`src/tmr_consts.svh`:
```
// constants of the general 16-bit timer: register addresses, reset values, prescaler counts
`ifndef TMR_CONSTS_SVH
`define TMR_CONSTS_SVH

// ************************************************************
// register addresses on the special-function register port
// ************************************************************
`define TMR_ADDR_CONTROL   8'hc8
`define TMR_ADDR_MODE      8'hc9
`define TMR_ADDR_CAP_LOW   8'hca
`define TMR_ADDR_CAP_HIGH  8'hcb
`define TMR_ADDR_CNT_LOW   8'hcc
`define TMR_ADDR_CNT_HIGH  8'hcd

// ************************************************************
// reset values
// ************************************************************
`define TMR_RST_CONTROL    8'h00
`define TMR_RST_MODE       8'h00
`define TMR_RST_WORD       16'h0000
`define TMR_RD_UNMAPPED    8'h00

// ************************************************************
// field positions and counts
// ************************************************************
`define TMR_MODE_BITS      2
`define TMR_CNT_MAX        16'hffff
`define TMR_DIV_SLOW       12
`define TMR_DIV_FAST       4
`define TMR_DIV_BAUD       2
`define TMR_PRESC_W        4

`endif

```
`src/tmr_pkg.sv`:
```
// types of the general 16-bit timer
`default_nettype none

package tmr_pkg;

  // control register, msb first
  typedef struct packed {
    logic overflow_flag;
    logic external_flag;
    logic receive_baud_select;
    logic transmit_baud_select;
    logic external_enable;
    logic run_bit;
    logic counter_select;
    logic capture_reload_select;
  } ctrl_t;

  // mode register, reserved bits read zero
  typedef struct packed {
    logic [5:0] reserved;
    logic       clock_output_enable;
    logic       down_count_enable;
  } mode_t;

endpackage : tmr_pkg

`default_nettype wire

```
`src/edge_sync.sv`:
```
// two-flop synchroniser with falling-edge detect for one pin
`default_nettype none

module edge_sync (
  input  wire logic clk,
  input  wire logic srst,
  input  wire logic pin_i,
  output var  logic level,
  output var  logic fall
);

  logic meta_r;
  logic sync_r;
  logic last_r;
  logic meta_nxt;
  logic sync_nxt;
  logic last_nxt;

  // shift chain; only sync_r reads meta_r
  always_comb begin
    meta_nxt = pin_i;
    sync_nxt = meta_r;
    last_nxt = sync_r;
  end

  // idle level is high, so no false edge at release
  always_ff @(posedge clk) begin
    if (srst) begin
      meta_r <= 1'b1;
      sync_r <= 1'b1;
      last_r <= 1'b1;
    end else begin
      meta_r <= meta_nxt;
      sync_r <= sync_nxt;
      last_r <= last_nxt;
    end
  end

  assign level = sync_r;
  assign fall  = last_r & ~sync_r;

endmodule : edge_sync

`default_nettype wire

```
`src/timer2_capture_reload_baud.sv`:
```
// 16-bit general timer/counter with capture, auto-reload, baud generation and clock output
`include "tmr_consts.svh"
`default_nettype none

module timer2_capture_reload_baud #(
  parameter int DIV_SLOW = `TMR_DIV_SLOW,
  parameter int DIV_FAST = `TMR_DIV_FAST,
  parameter int DIV_BAUD = `TMR_DIV_BAUD
) (
  input  wire logic       CLK,
  input  wire logic       SRST,
  input  wire logic [7:0] SFR_ADDR,
  input  wire logic       SFR_WR,
  input  wire logic       SFR_RD,
  input  wire logic [7:0] SFR_WDATA,
  output var  logic [7:0] SFR_RDATA,
  input  wire logic       TIMER_SPEED_BIT,
  input  wire logic       COUNT_INPUT_PIN_I,
  output var  logic       COUNT_INPUT_PIN_O,
  output var  logic       COUNT_INPUT_PIN_OE_N,
  input  wire logic       TRIGGER_PIN,
  input  wire logic       TIMER1_OVF,
  input  wire logic       IRQ_ENABLE,
  output var  logic       TIMER_IRQ,
  output var  logic       RX_BAUD_TICK,
  output var  logic       TX_BAUD_TICK
);

  import tmr_pkg::*;

  localparam logic [`TMR_PRESC_W-1:0] DIV_SLOW_M1 = `TMR_PRESC_W'(DIV_SLOW - 1);
  localparam logic [`TMR_PRESC_W-1:0] DIV_FAST_M1 = `TMR_PRESC_W'(DIV_FAST - 1);
  localparam logic [`TMR_PRESC_W-1:0] DIV_BAUD_M1 = `TMR_PRESC_W'(DIV_BAUD - 1);

  // ************************************************************
  // state
  // ************************************************************
  ctrl_t                   ctrl_r;
  ctrl_t                   ctrl_nxt;
  mode_t                   mode_r;
  mode_t                   mode_nxt;
  logic [15:0]             cnt_r;
  logic [15:0]             cnt_nxt;
  logic [15:0]             cap_r;
  logic [15:0]             cap_nxt;
  logic [`TMR_PRESC_W-1:0] presc_r;
  logic [`TMR_PRESC_W-1:0] presc_nxt;
  logic                    clk_out_r;
  logic                    clk_out_nxt;
  logic                    rx_tick_r;
  logic                    rx_tick_nxt;
  logic                    tx_tick_r;
  logic                    tx_tick_nxt;
  logic [7:0]              rdata_r;
  logic [7:0]              rdata_nxt;

  // ************************************************************
  // decoded modes and events
  // ************************************************************
  logic                    cnt_fall;
  logic                    trig_level;
  logic                    trig_fall;
  logic                    baud;
  logic                    clkout_mode;
  logic                    fast;
  logic                    reload_mode;
  logic                    toggle_mode;
  logic                    count_down;
  logic [`TMR_PRESC_W-1:0] div_m1;
  logic                    presc_hit;
  logic                    tick;
  logic                    wrap_up;
  logic                    wrap_dn;
  logic                    roll;
  logic                    trig_evt;
  logic                    ext_act;
  logic                    edge_set;
  logic                    wr_ctrl;

  // pin synchronisers
  edge_sync u_count_sync (
    .clk   (CLK),
    .srst  (SRST),
    .pin_i (COUNT_INPUT_PIN_I),
    .level (),
    .fall  (cnt_fall)
  );

  edge_sync u_trig_sync (
    .clk   (CLK),
    .srst  (SRST),
    .pin_i (TRIGGER_PIN),
    .level (trig_level),
    .fall  (trig_fall)
  );

  // mode decode
  assign baud        = ctrl_r.receive_baud_select | ctrl_r.transmit_baud_select;
  assign clkout_mode = mode_r.clock_output_enable & ~ctrl_r.counter_select;
  assign fast        = baud | clkout_mode;
  assign reload_mode = baud | ~ctrl_r.capture_reload_select;
  assign toggle_mode = reload_mode & ~baud & mode_r.down_count_enable;
  assign count_down  = toggle_mode & ~trig_level;

  // prescaler compare; >= keeps a divider change from stranding the count
  always_comb begin
    if (fast) begin
      div_m1 = DIV_BAUD_M1;
    end else if (TIMER_SPEED_BIT) begin
      div_m1 = DIV_FAST_M1;
    end else begin
      div_m1 = DIV_SLOW_M1;
    end
  end
  assign presc_hit = presc_r >= div_m1;

  // count tick, rollover and trigger events
  assign tick      = ctrl_r.run_bit &
                     ((ctrl_r.counter_select & ~fast) ? cnt_fall : presc_hit);
  assign wrap_up   = tick & ~count_down & (cnt_r == `TMR_CNT_MAX);
  assign wrap_dn   = tick & count_down & (cnt_r == cap_r);
  assign roll      = wrap_up | wrap_dn;
  assign trig_evt  = ctrl_r.external_enable & trig_fall;
  assign ext_act   = trig_evt & ~baud;
  assign edge_set  = trig_evt &
                     (ctrl_r.capture_reload_select | ~mode_r.down_count_enable);
  assign wr_ctrl   = SFR_WR & (SFR_ADDR == `TMR_ADDR_CONTROL);

  // ************************************************************
  // next-state logic
  // ************************************************************
  always_comb begin
    // control: software write first, hardware sets win over the clear
    ctrl_nxt = wr_ctrl ? ctrl_t'(SFR_WDATA) : ctrl_r;
    if (roll & ~baud) begin
      ctrl_nxt.overflow_flag = 1'b1;
    end
    if (edge_set) begin
      ctrl_nxt.external_flag = 1'b1;
    end
    if (toggle_mode & roll) begin
      ctrl_nxt.external_flag = ~ctrl_nxt.external_flag;
    end

    mode_nxt = mode_r;
    if (SFR_WR & (SFR_ADDR == `TMR_ADDR_MODE)) begin
      mode_nxt = '{reserved: 6'h00, clock_output_enable: SFR_WDATA[1],
                   down_count_enable: SFR_WDATA[0]};
    end

    // prescaler runs only while the timer runs
    presc_nxt = presc_r;
    if (ctrl_r.run_bit) begin
      presc_nxt = presc_hit ? '0 : presc_r + `TMR_PRESC_W'(1);
    end

    // counter; ticks only while running, trigger reload and writes still apply when halted
    cnt_nxt = cnt_r;
    if (tick) begin
      cnt_nxt = count_down ? cnt_r - 16'h0001 : cnt_r + 16'h0001;
    end
    if (wrap_up & reload_mode) begin
      cnt_nxt = cap_r;
    end
    if (wrap_dn) begin
      cnt_nxt = `TMR_CNT_MAX;
    end
    if (ext_act & ~ctrl_r.capture_reload_select & ~mode_r.down_count_enable) begin
      cnt_nxt = cap_r;
    end
    if (SFR_WR & (SFR_ADDR == `TMR_ADDR_CNT_LOW)) begin
      cnt_nxt[7:0] = SFR_WDATA;
    end
    if (SFR_WR & (SFR_ADDR == `TMR_ADDR_CNT_HIGH)) begin
      cnt_nxt[15:8] = SFR_WDATA;
    end

    // capture pair: capture on trigger, also the reload word
    cap_nxt = cap_r;
    if (ext_act & ctrl_r.capture_reload_select & ~baud) begin
      cap_nxt = cnt_r;
    end
    if (SFR_WR & (SFR_ADDR == `TMR_ADDR_CAP_LOW)) begin
      cap_nxt[7:0] = SFR_WDATA;
    end
    if (SFR_WR & (SFR_ADDR == `TMR_ADDR_CAP_HIGH)) begin
      cap_nxt[15:8] = SFR_WDATA;
    end

    // clock output toggles on each rollover
    clk_out_nxt = (clkout_mode & roll) ? ~clk_out_r : clk_out_r;

    // baud tick sources for the serial port
    rx_tick_nxt = ctrl_r.receive_baud_select ? roll : TIMER1_OVF;
    tx_tick_nxt = ctrl_r.transmit_baud_select ? roll : TIMER1_OVF;

    // read mux, unmapped reads zero
    rdata_nxt = rdata_r;
    if (SFR_RD) begin
      unique case (SFR_ADDR)
        `TMR_ADDR_CONTROL:  rdata_nxt = ctrl_r;
        `TMR_ADDR_MODE:     rdata_nxt = mode_r;
        `TMR_ADDR_CAP_LOW:  rdata_nxt = cap_r[7:0];
        `TMR_ADDR_CAP_HIGH: rdata_nxt = cap_r[15:8];
        `TMR_ADDR_CNT_LOW:  rdata_nxt = cnt_r[7:0];
        `TMR_ADDR_CNT_HIGH: rdata_nxt = cnt_r[15:8];
        default:            rdata_nxt = `TMR_RD_UNMAPPED;
      endcase
    end
  end

  // ************************************************************
  // registers
  // ************************************************************
  always_ff @(posedge CLK) begin
    if (SRST) begin
      ctrl_r    <= ctrl_t'(`TMR_RST_CONTROL);
      mode_r    <= mode_t'(`TMR_RST_MODE);
      cnt_r     <= `TMR_RST_WORD;
      cap_r     <= `TMR_RST_WORD;
      presc_r   <= '0;
      clk_out_r <= 1'b0;
      rx_tick_r <= 1'b0;
      tx_tick_r <= 1'b0;
      rdata_r   <= `TMR_RD_UNMAPPED;
    end else begin
      ctrl_r    <= ctrl_nxt;
      mode_r    <= mode_nxt;
      cnt_r     <= cnt_nxt;
      cap_r     <= cap_nxt;
      presc_r   <= presc_nxt;
      clk_out_r <= clk_out_nxt;
      rx_tick_r <= rx_tick_nxt;
      tx_tick_r <= tx_tick_nxt;
      rdata_r   <= rdata_nxt;
    end
  end

  // ************************************************************
  // outputs
  // ************************************************************
  assign SFR_RDATA            = rdata_r;
  assign COUNT_INPUT_PIN_O    = clk_out_r;
  assign COUNT_INPUT_PIN_OE_N = ~clkout_mode;
  assign RX_BAUD_TICK         = rx_tick_r;
  assign TX_BAUD_TICK         = tx_tick_r;
  // merged request; toggle-mode flag and clock-out rollovers do not interrupt
  assign TIMER_IRQ = IRQ_ENABLE &
                     ((ctrl_r.overflow_flag & ~clkout_mode) |
                      (ctrl_r.external_flag & ~toggle_mode));

endmodule : timer2_capture_reload_baud

`default_nettype wire

```
`config.mk`:
```
export PLATFORM = sky130hd
export DESIGN_NAME = timer2_capture_reload_baud
export DESIGN_NICKNAME = d
export VERILOG_FILES = /design/src/tmr_pkg.sv /design/src/edge_sync.sv /design/src/timer2_capture_reload_baud.sv
export VERILOG_INCLUDE_DIRS = /design/src /design/src/src
export SDC_FILE = /design/constraint.sdc
export NUM_CORES = 1
export LEC_CHECK = 0
export ABC_AREA = 0
export BUFFER_PORTS_ARGS = -buffer_cell sky130_fd_sc_hd__buf_4
export CAP_MARGIN = 10
export CELL_PAD_IN_SITES_DETAIL_PLACEMENT = 0
export CELL_PAD_IN_SITES_GLOBAL_PLACEMENT = 1
export CORE_MARGIN = 2
export CORE_UTILIZATION = 45
export CTS_BUF_LIST = sky130_fd_sc_hd__clkbuf_4 sky130_fd_sc_hd__clkbuf_8 sky130_fd_sc_hd__clkbuf_16
export CTS_CLUSTER_DIAMETER = 150
export CTS_CLUSTER_SIZE = 40
export DETAILED_ROUTE_END_ITERATION = 7
export GPL_TIMING_DRIVEN = 0
export PLACE_DENSITY_LB_ADDON = 0.1
export SYNTH_ARGS = -nofsm -noshare
export SYNTH_HDL_FRONTEND = slang
export SYNTH_HIERARCHICAL = 1
export SYNTH_SLANG_ARGS = --single-unit
export TNS_END_PERCENT = 50
```
`constraint.sdc`:
```
create_clock -name CLK -period 3.69 [get_ports CLK]
set_clock_uncertainty 0.2 [all_clocks]
set_input_delay 0.1845 -clock CLK [delete_from_list [all_inputs] [get_ports CLK]]
set_output_delay 0.1845 -clock CLK [all_outputs]
set_load 0.1 [all_outputs]
```
==> results_dict.tcl <==
set metrics [dict create \
    synth-compound-area-share 0.209 \
    synth_area_leader_cell "dfxtp_1" \
    power_frac_comb 0.092 \
    drv_slew 0 \
    crit_top_cell "xnor2_1" \
    cp_cell_sequence "buf_6 -> nor4b_4 -> nand2b_1 -> clkbuf_2 -> xnor2_1 -> ha_1 -> nor4_1 -> nand4_1 -> o21ai_0 -> xnor2_1 -> nor2_1 -> a2111oi_1 -> o41ai_1" \
    initial_core_util 0.461 \
    whs_path_depth 5 \
    synthMuxAreaShare 0.126 \
    syn2layout_area_growth_pct 19.0 \
    dieArea_um2 10200 \
    synth_area_um2 4240 \
    yosys.area_share.simple 0.255 \
    maxCapViolCount 0 \
    finalHoldViolations 0 \
    p_sw_mw 0.399 \
    drt-pass1-iter-count 5 \
    cp-start-kind "flip-flop" \
    synth-edff-count 0 \
    async_flop_share 0 \
    drc 0 \
    antenna_found_initial 0 \
    groute.usage.overall 0.315 \
    p_seq_frac 0.493 \
    grt_pass1_vias 4139 \
    cts-buffers-inserted 9 \
    yosysUniqueCellTypes 69 \
    fin_crit_sh 0.962 \
    arrival_ps 3560 \
    critPathBufInv 2 \
    final_util 0.548 \
    syn_inst 529 \
    min_to "SFR_RDATA[2]$_SDFFE_PP0P_" \
    synth_area_per_cell_um2 8.01 \
    crit_type "reg -> reg" \
    slowest_delay_ps 530 \
    r2r_cells 13 \
    cts_sinks 63 \
    worst_slew_pin_slew_ps 935 \
    via_per_inst 6.28 \
    ys_ff_latch 63 \
    clkLatencyLatePin_ps 350 \
    slew_headroom 0.375 \
    grt_max_degree 13 \
    switching_share 0.285 \
    wire_per_inst_um 22.4 \
    synth_ff_type "dfxtp_1" \
    grt_first_pass_wirelength_mm 23.9 \
    power_density_nw_per_um2 277 \
    hold_start "SFR_ADDR[5]" \
    internal-power_mw 1.00 \
    synth_top_area_frac 0.298 \
    die_width_um 101 \
    min_period_ps 3550 \
    place_area_um2 4650 \
    place_congestion 0.939 \
    rrSetupSlack_ps 140 \
    drtIter0Drc 373 \
    hpwl_mm 11.4 \
    ios 38 \
    die_h_um 101 \
    ir_drop_v 0.000181 \
    cts_max_path_buffers 2 \
    core_um2 9200 \
    clkTransAtPathRegs_ps 80 \
    port_buffers 36 \
    design_area_um2 5040 \
    worst_hold_path_type "in -> reg" \
    clkPwrFrac 0.415 \
    rsz0062_at_grt "no" \
    crit_family "simple AND/OR/NAND/NOR gates" \
    max_freq_ghz 0.282 \
    cpMaxStageDelayCell "a2111oi_1" \
    synth_fp_nets 557 \
    num_rows 35 \
    num_vias 4446 \
    drt-total-wl_mm 15.9 \
    cts_tree "yes" \
    synth_xor_area_frac 0.0558 \
    fin_nets 620 \
    ant_nets 0 \
    synth_fa_ha_area_frac 0.00885 \
    yosysSeqAreaShare 0.298 \
    status "finished, final reports clean" \
    power.leakage_nw 2.01 \
    r2r-end "cnt_r[8]$_SDFFE_PP0P_" \
    h-tree-depth 3 \
    yosysWarnings 6 \
    cp-end-kind "flip-flop" \
    drive_gt1_frac 0.146 \
    cp.required_ps 3700 \
    synthTopCellsByArea "dfxtp_1 30%, mux2i_1 9.4%, nor2_1 6.3%" \
    overflow 0 \
    r2r-start "ctrl_r[4]$_SDFFE_PP0P_" \
    finalSetupViolations 0 \
    synth_top_family_by_area "simple AND/OR/NAND/NOR gates" \
    cp_max_fo 10 \
    root_buffer "clkbuf_8" \
    antenna_cells 0 \
]
[metal layers]
metal	up-vias	global-route usage	share of wire
li1	2092	-	-
met1	2104	0.440	0.44
met2	216	0.475	0.45
met3	34	0.0562	0.080
met4	0	0.134	0.030
met5	-	0	0
[cell families (layout without fill, tap and decap cells)]
family | after synthesis | after routing
AO/OA/AOI/OAI | 128 | 128
XOR/XNOR | 27 | 27
adder cells (fa/ha/maj) | 3 | 3
buffers and inverters | 50 | 118
flip-flops | 63 | 63
multiplexers | 50 | 50
AND/OR/NAND/NOR | 208 | 208
[how the worst max path moves through the flow]
stage / startpoint / to / slack [ps] / cells after the start
2_1_floorplan: ctrl_r[4]$_SDFFE_PP0P_ / cnt_r[10]$_SDFFE_PP0P_ / 400 / 13
3_3_place_gp: ctrl_r[0]$_SDFFE_PP0P_ / cnt_r[8]$_SDFFE_PP0P_ / -600 / 12
3_5_place_dp: ctrl_r[0]$_SDFFE_PP0P_ / cnt_r[8]$_SDFFE_PP0P_ / -570 / 12
4_1_cts: ctrl_r[5]$_SDFFE_PP0P_ / cnt_r[5]$_SDFFE_PP0P_ / 7 / 12
5_1_grt: ctrl_r[4]$_SDFFE_PP0P_ / cnt_r[8]$_SDFFE_PP0P_ / 10 / 13
6_report: ctrl_r[4]$_SDFFE_PP0P_ / cnt_r[8]$_SDFFE_PP0P_ / 140 / 13
[final cells by class]
class                           count  area, µm²
Sequential cell                    63       1260
Clock inverter                      6       43.8
Fill cell                         890       4150
Timing Repair Buffer               53        435
Buffer                             46        190
Multi-Input combinational cell    416       2830
Tap cell                          111        139
Clock buffer                       10        138
Inverter                            3       11.3
[power by group through the flow]
stage | Combinational [mW] | Sequential [mW] | Clock [mW]
floorplan | 0.0427 | 0.721 | 0
global placement | 0.112 | 0.706 | 0
detailed placement | 0.113 | 0.706 | 0
CTS | 0.126 | 0.690 | 0.581
global route | 0.134 | 0.691 | 0.610
finish | 0.128 | 0.690 | 0.581
[through the flow]
step / instances / TNS, ps / total power, mW / worst slack, ps / hold WS (ps)
after global routing: 708 / 0 / 1.43 / 11.4 / 228
after global placement: 676 / -5170 / 0.818 / -603 / 169
after detailed placement: 676 / -4440 / 0.819 / -574 / 169
after floorplan: 529 / 0 / 0.763 / 399 / 81.6
final: 708 / 0 / 1.40 / 141 / 204
after CTS: 707 / 0 / 1.40 / 6.62 / 191
[cell usage in the layout, fill, tap and decap left out, types with 7 or more instances in the layout]
master / count
nand4_1: 11
a21oi_1: 23
a22oi_1: 7
xor2_1: 20
nor4_1: 12
nor3_1: 18
nor2b_1: 7
mux2_2: 8
buf_4: 39
dfxtp_1: 63
clkbuf_1: 38
mux2i_1: 40
nand2_1: 26
a211oi_1: 26
nor2_1: 70
and3_1: 8
xnor2_1: 7
clkbuf_8: 10
nand3_1: 13
dlygate4sd3_1: 15
o21ai_0: 27
[state kept, by name (all words and copies together) (netlist names)]
| register | flops |
|---|---|
| u_count_sync/level | 1 |
| ctrl_r | 8 |
| u_trig_sync/meta_r | 1 |
| COUNT_INPUT_PIN_O | 1 |
| RX_BAUD_TICK | 1 |
| u_trig_sync/last_r | 1 |
| u_trig_sync/level | 1 |
| presc_r | 4 |
| u_count_sync/meta_r | 1 |
| mode_r | 2 |
| cap_r | 16 |
| u_count_sync/last_r | 1 |
| cnt_r | 16 |
| TX_BAUD_TICK | 1 |
| SFR_RDATA | 8 |
[worst reg2reg max path, stage by stage (launching register included)]
cell and delay (ps):
dfxtp_1 320, buf_6 130, nor4b_4 440, nand2b_1 170
clkbuf_2 240, xnor2_1 170, ha_1 280, nor4_1 320
nand4_1 150, o21ai_0 140, xnor2_1 150, nor2_1 60
a2111oi_1 530, o41ai_1 130
[synthesized netlist by cell type, types with 3 or more instances]
cell and count:
a31oi_1 3, a22oi_1 7, dfxtp_1 63, and3_1 8, or4_1 4, or3_1 3
xor2_1 20, nand3_1 13, nand2b_1 4, ha_1 3, a311oi_1 4, mux2i_1 40
a21oi_1 23, nor4_1 12, o22ai_1 3, nor2_1 71, nor3_1 18, nor3b_1 3
buf_2 3, o21ai_0 27, or2_1 6, mux2_2 8, a21o_1 5, and2_1 3
or2_2 3, clkbuf_1 41, nand4b_1 3, nand2_1 26, o221ai_1 3, nor2b_1 7
a211oi_1 26, nand4_1 11, xnor2_1 7
[repair_timing]
action | CTS | global route
setup buffers | 0 | 2
hold endpoints to repair | 36 | 0
setup endpoints to repair | 15 | 14
resized for setup | 4 | 9
hold buffers | 15 | 0
pin swaps | 0 | 1
No activity file was read; power rests on OpenSTA's default activity.
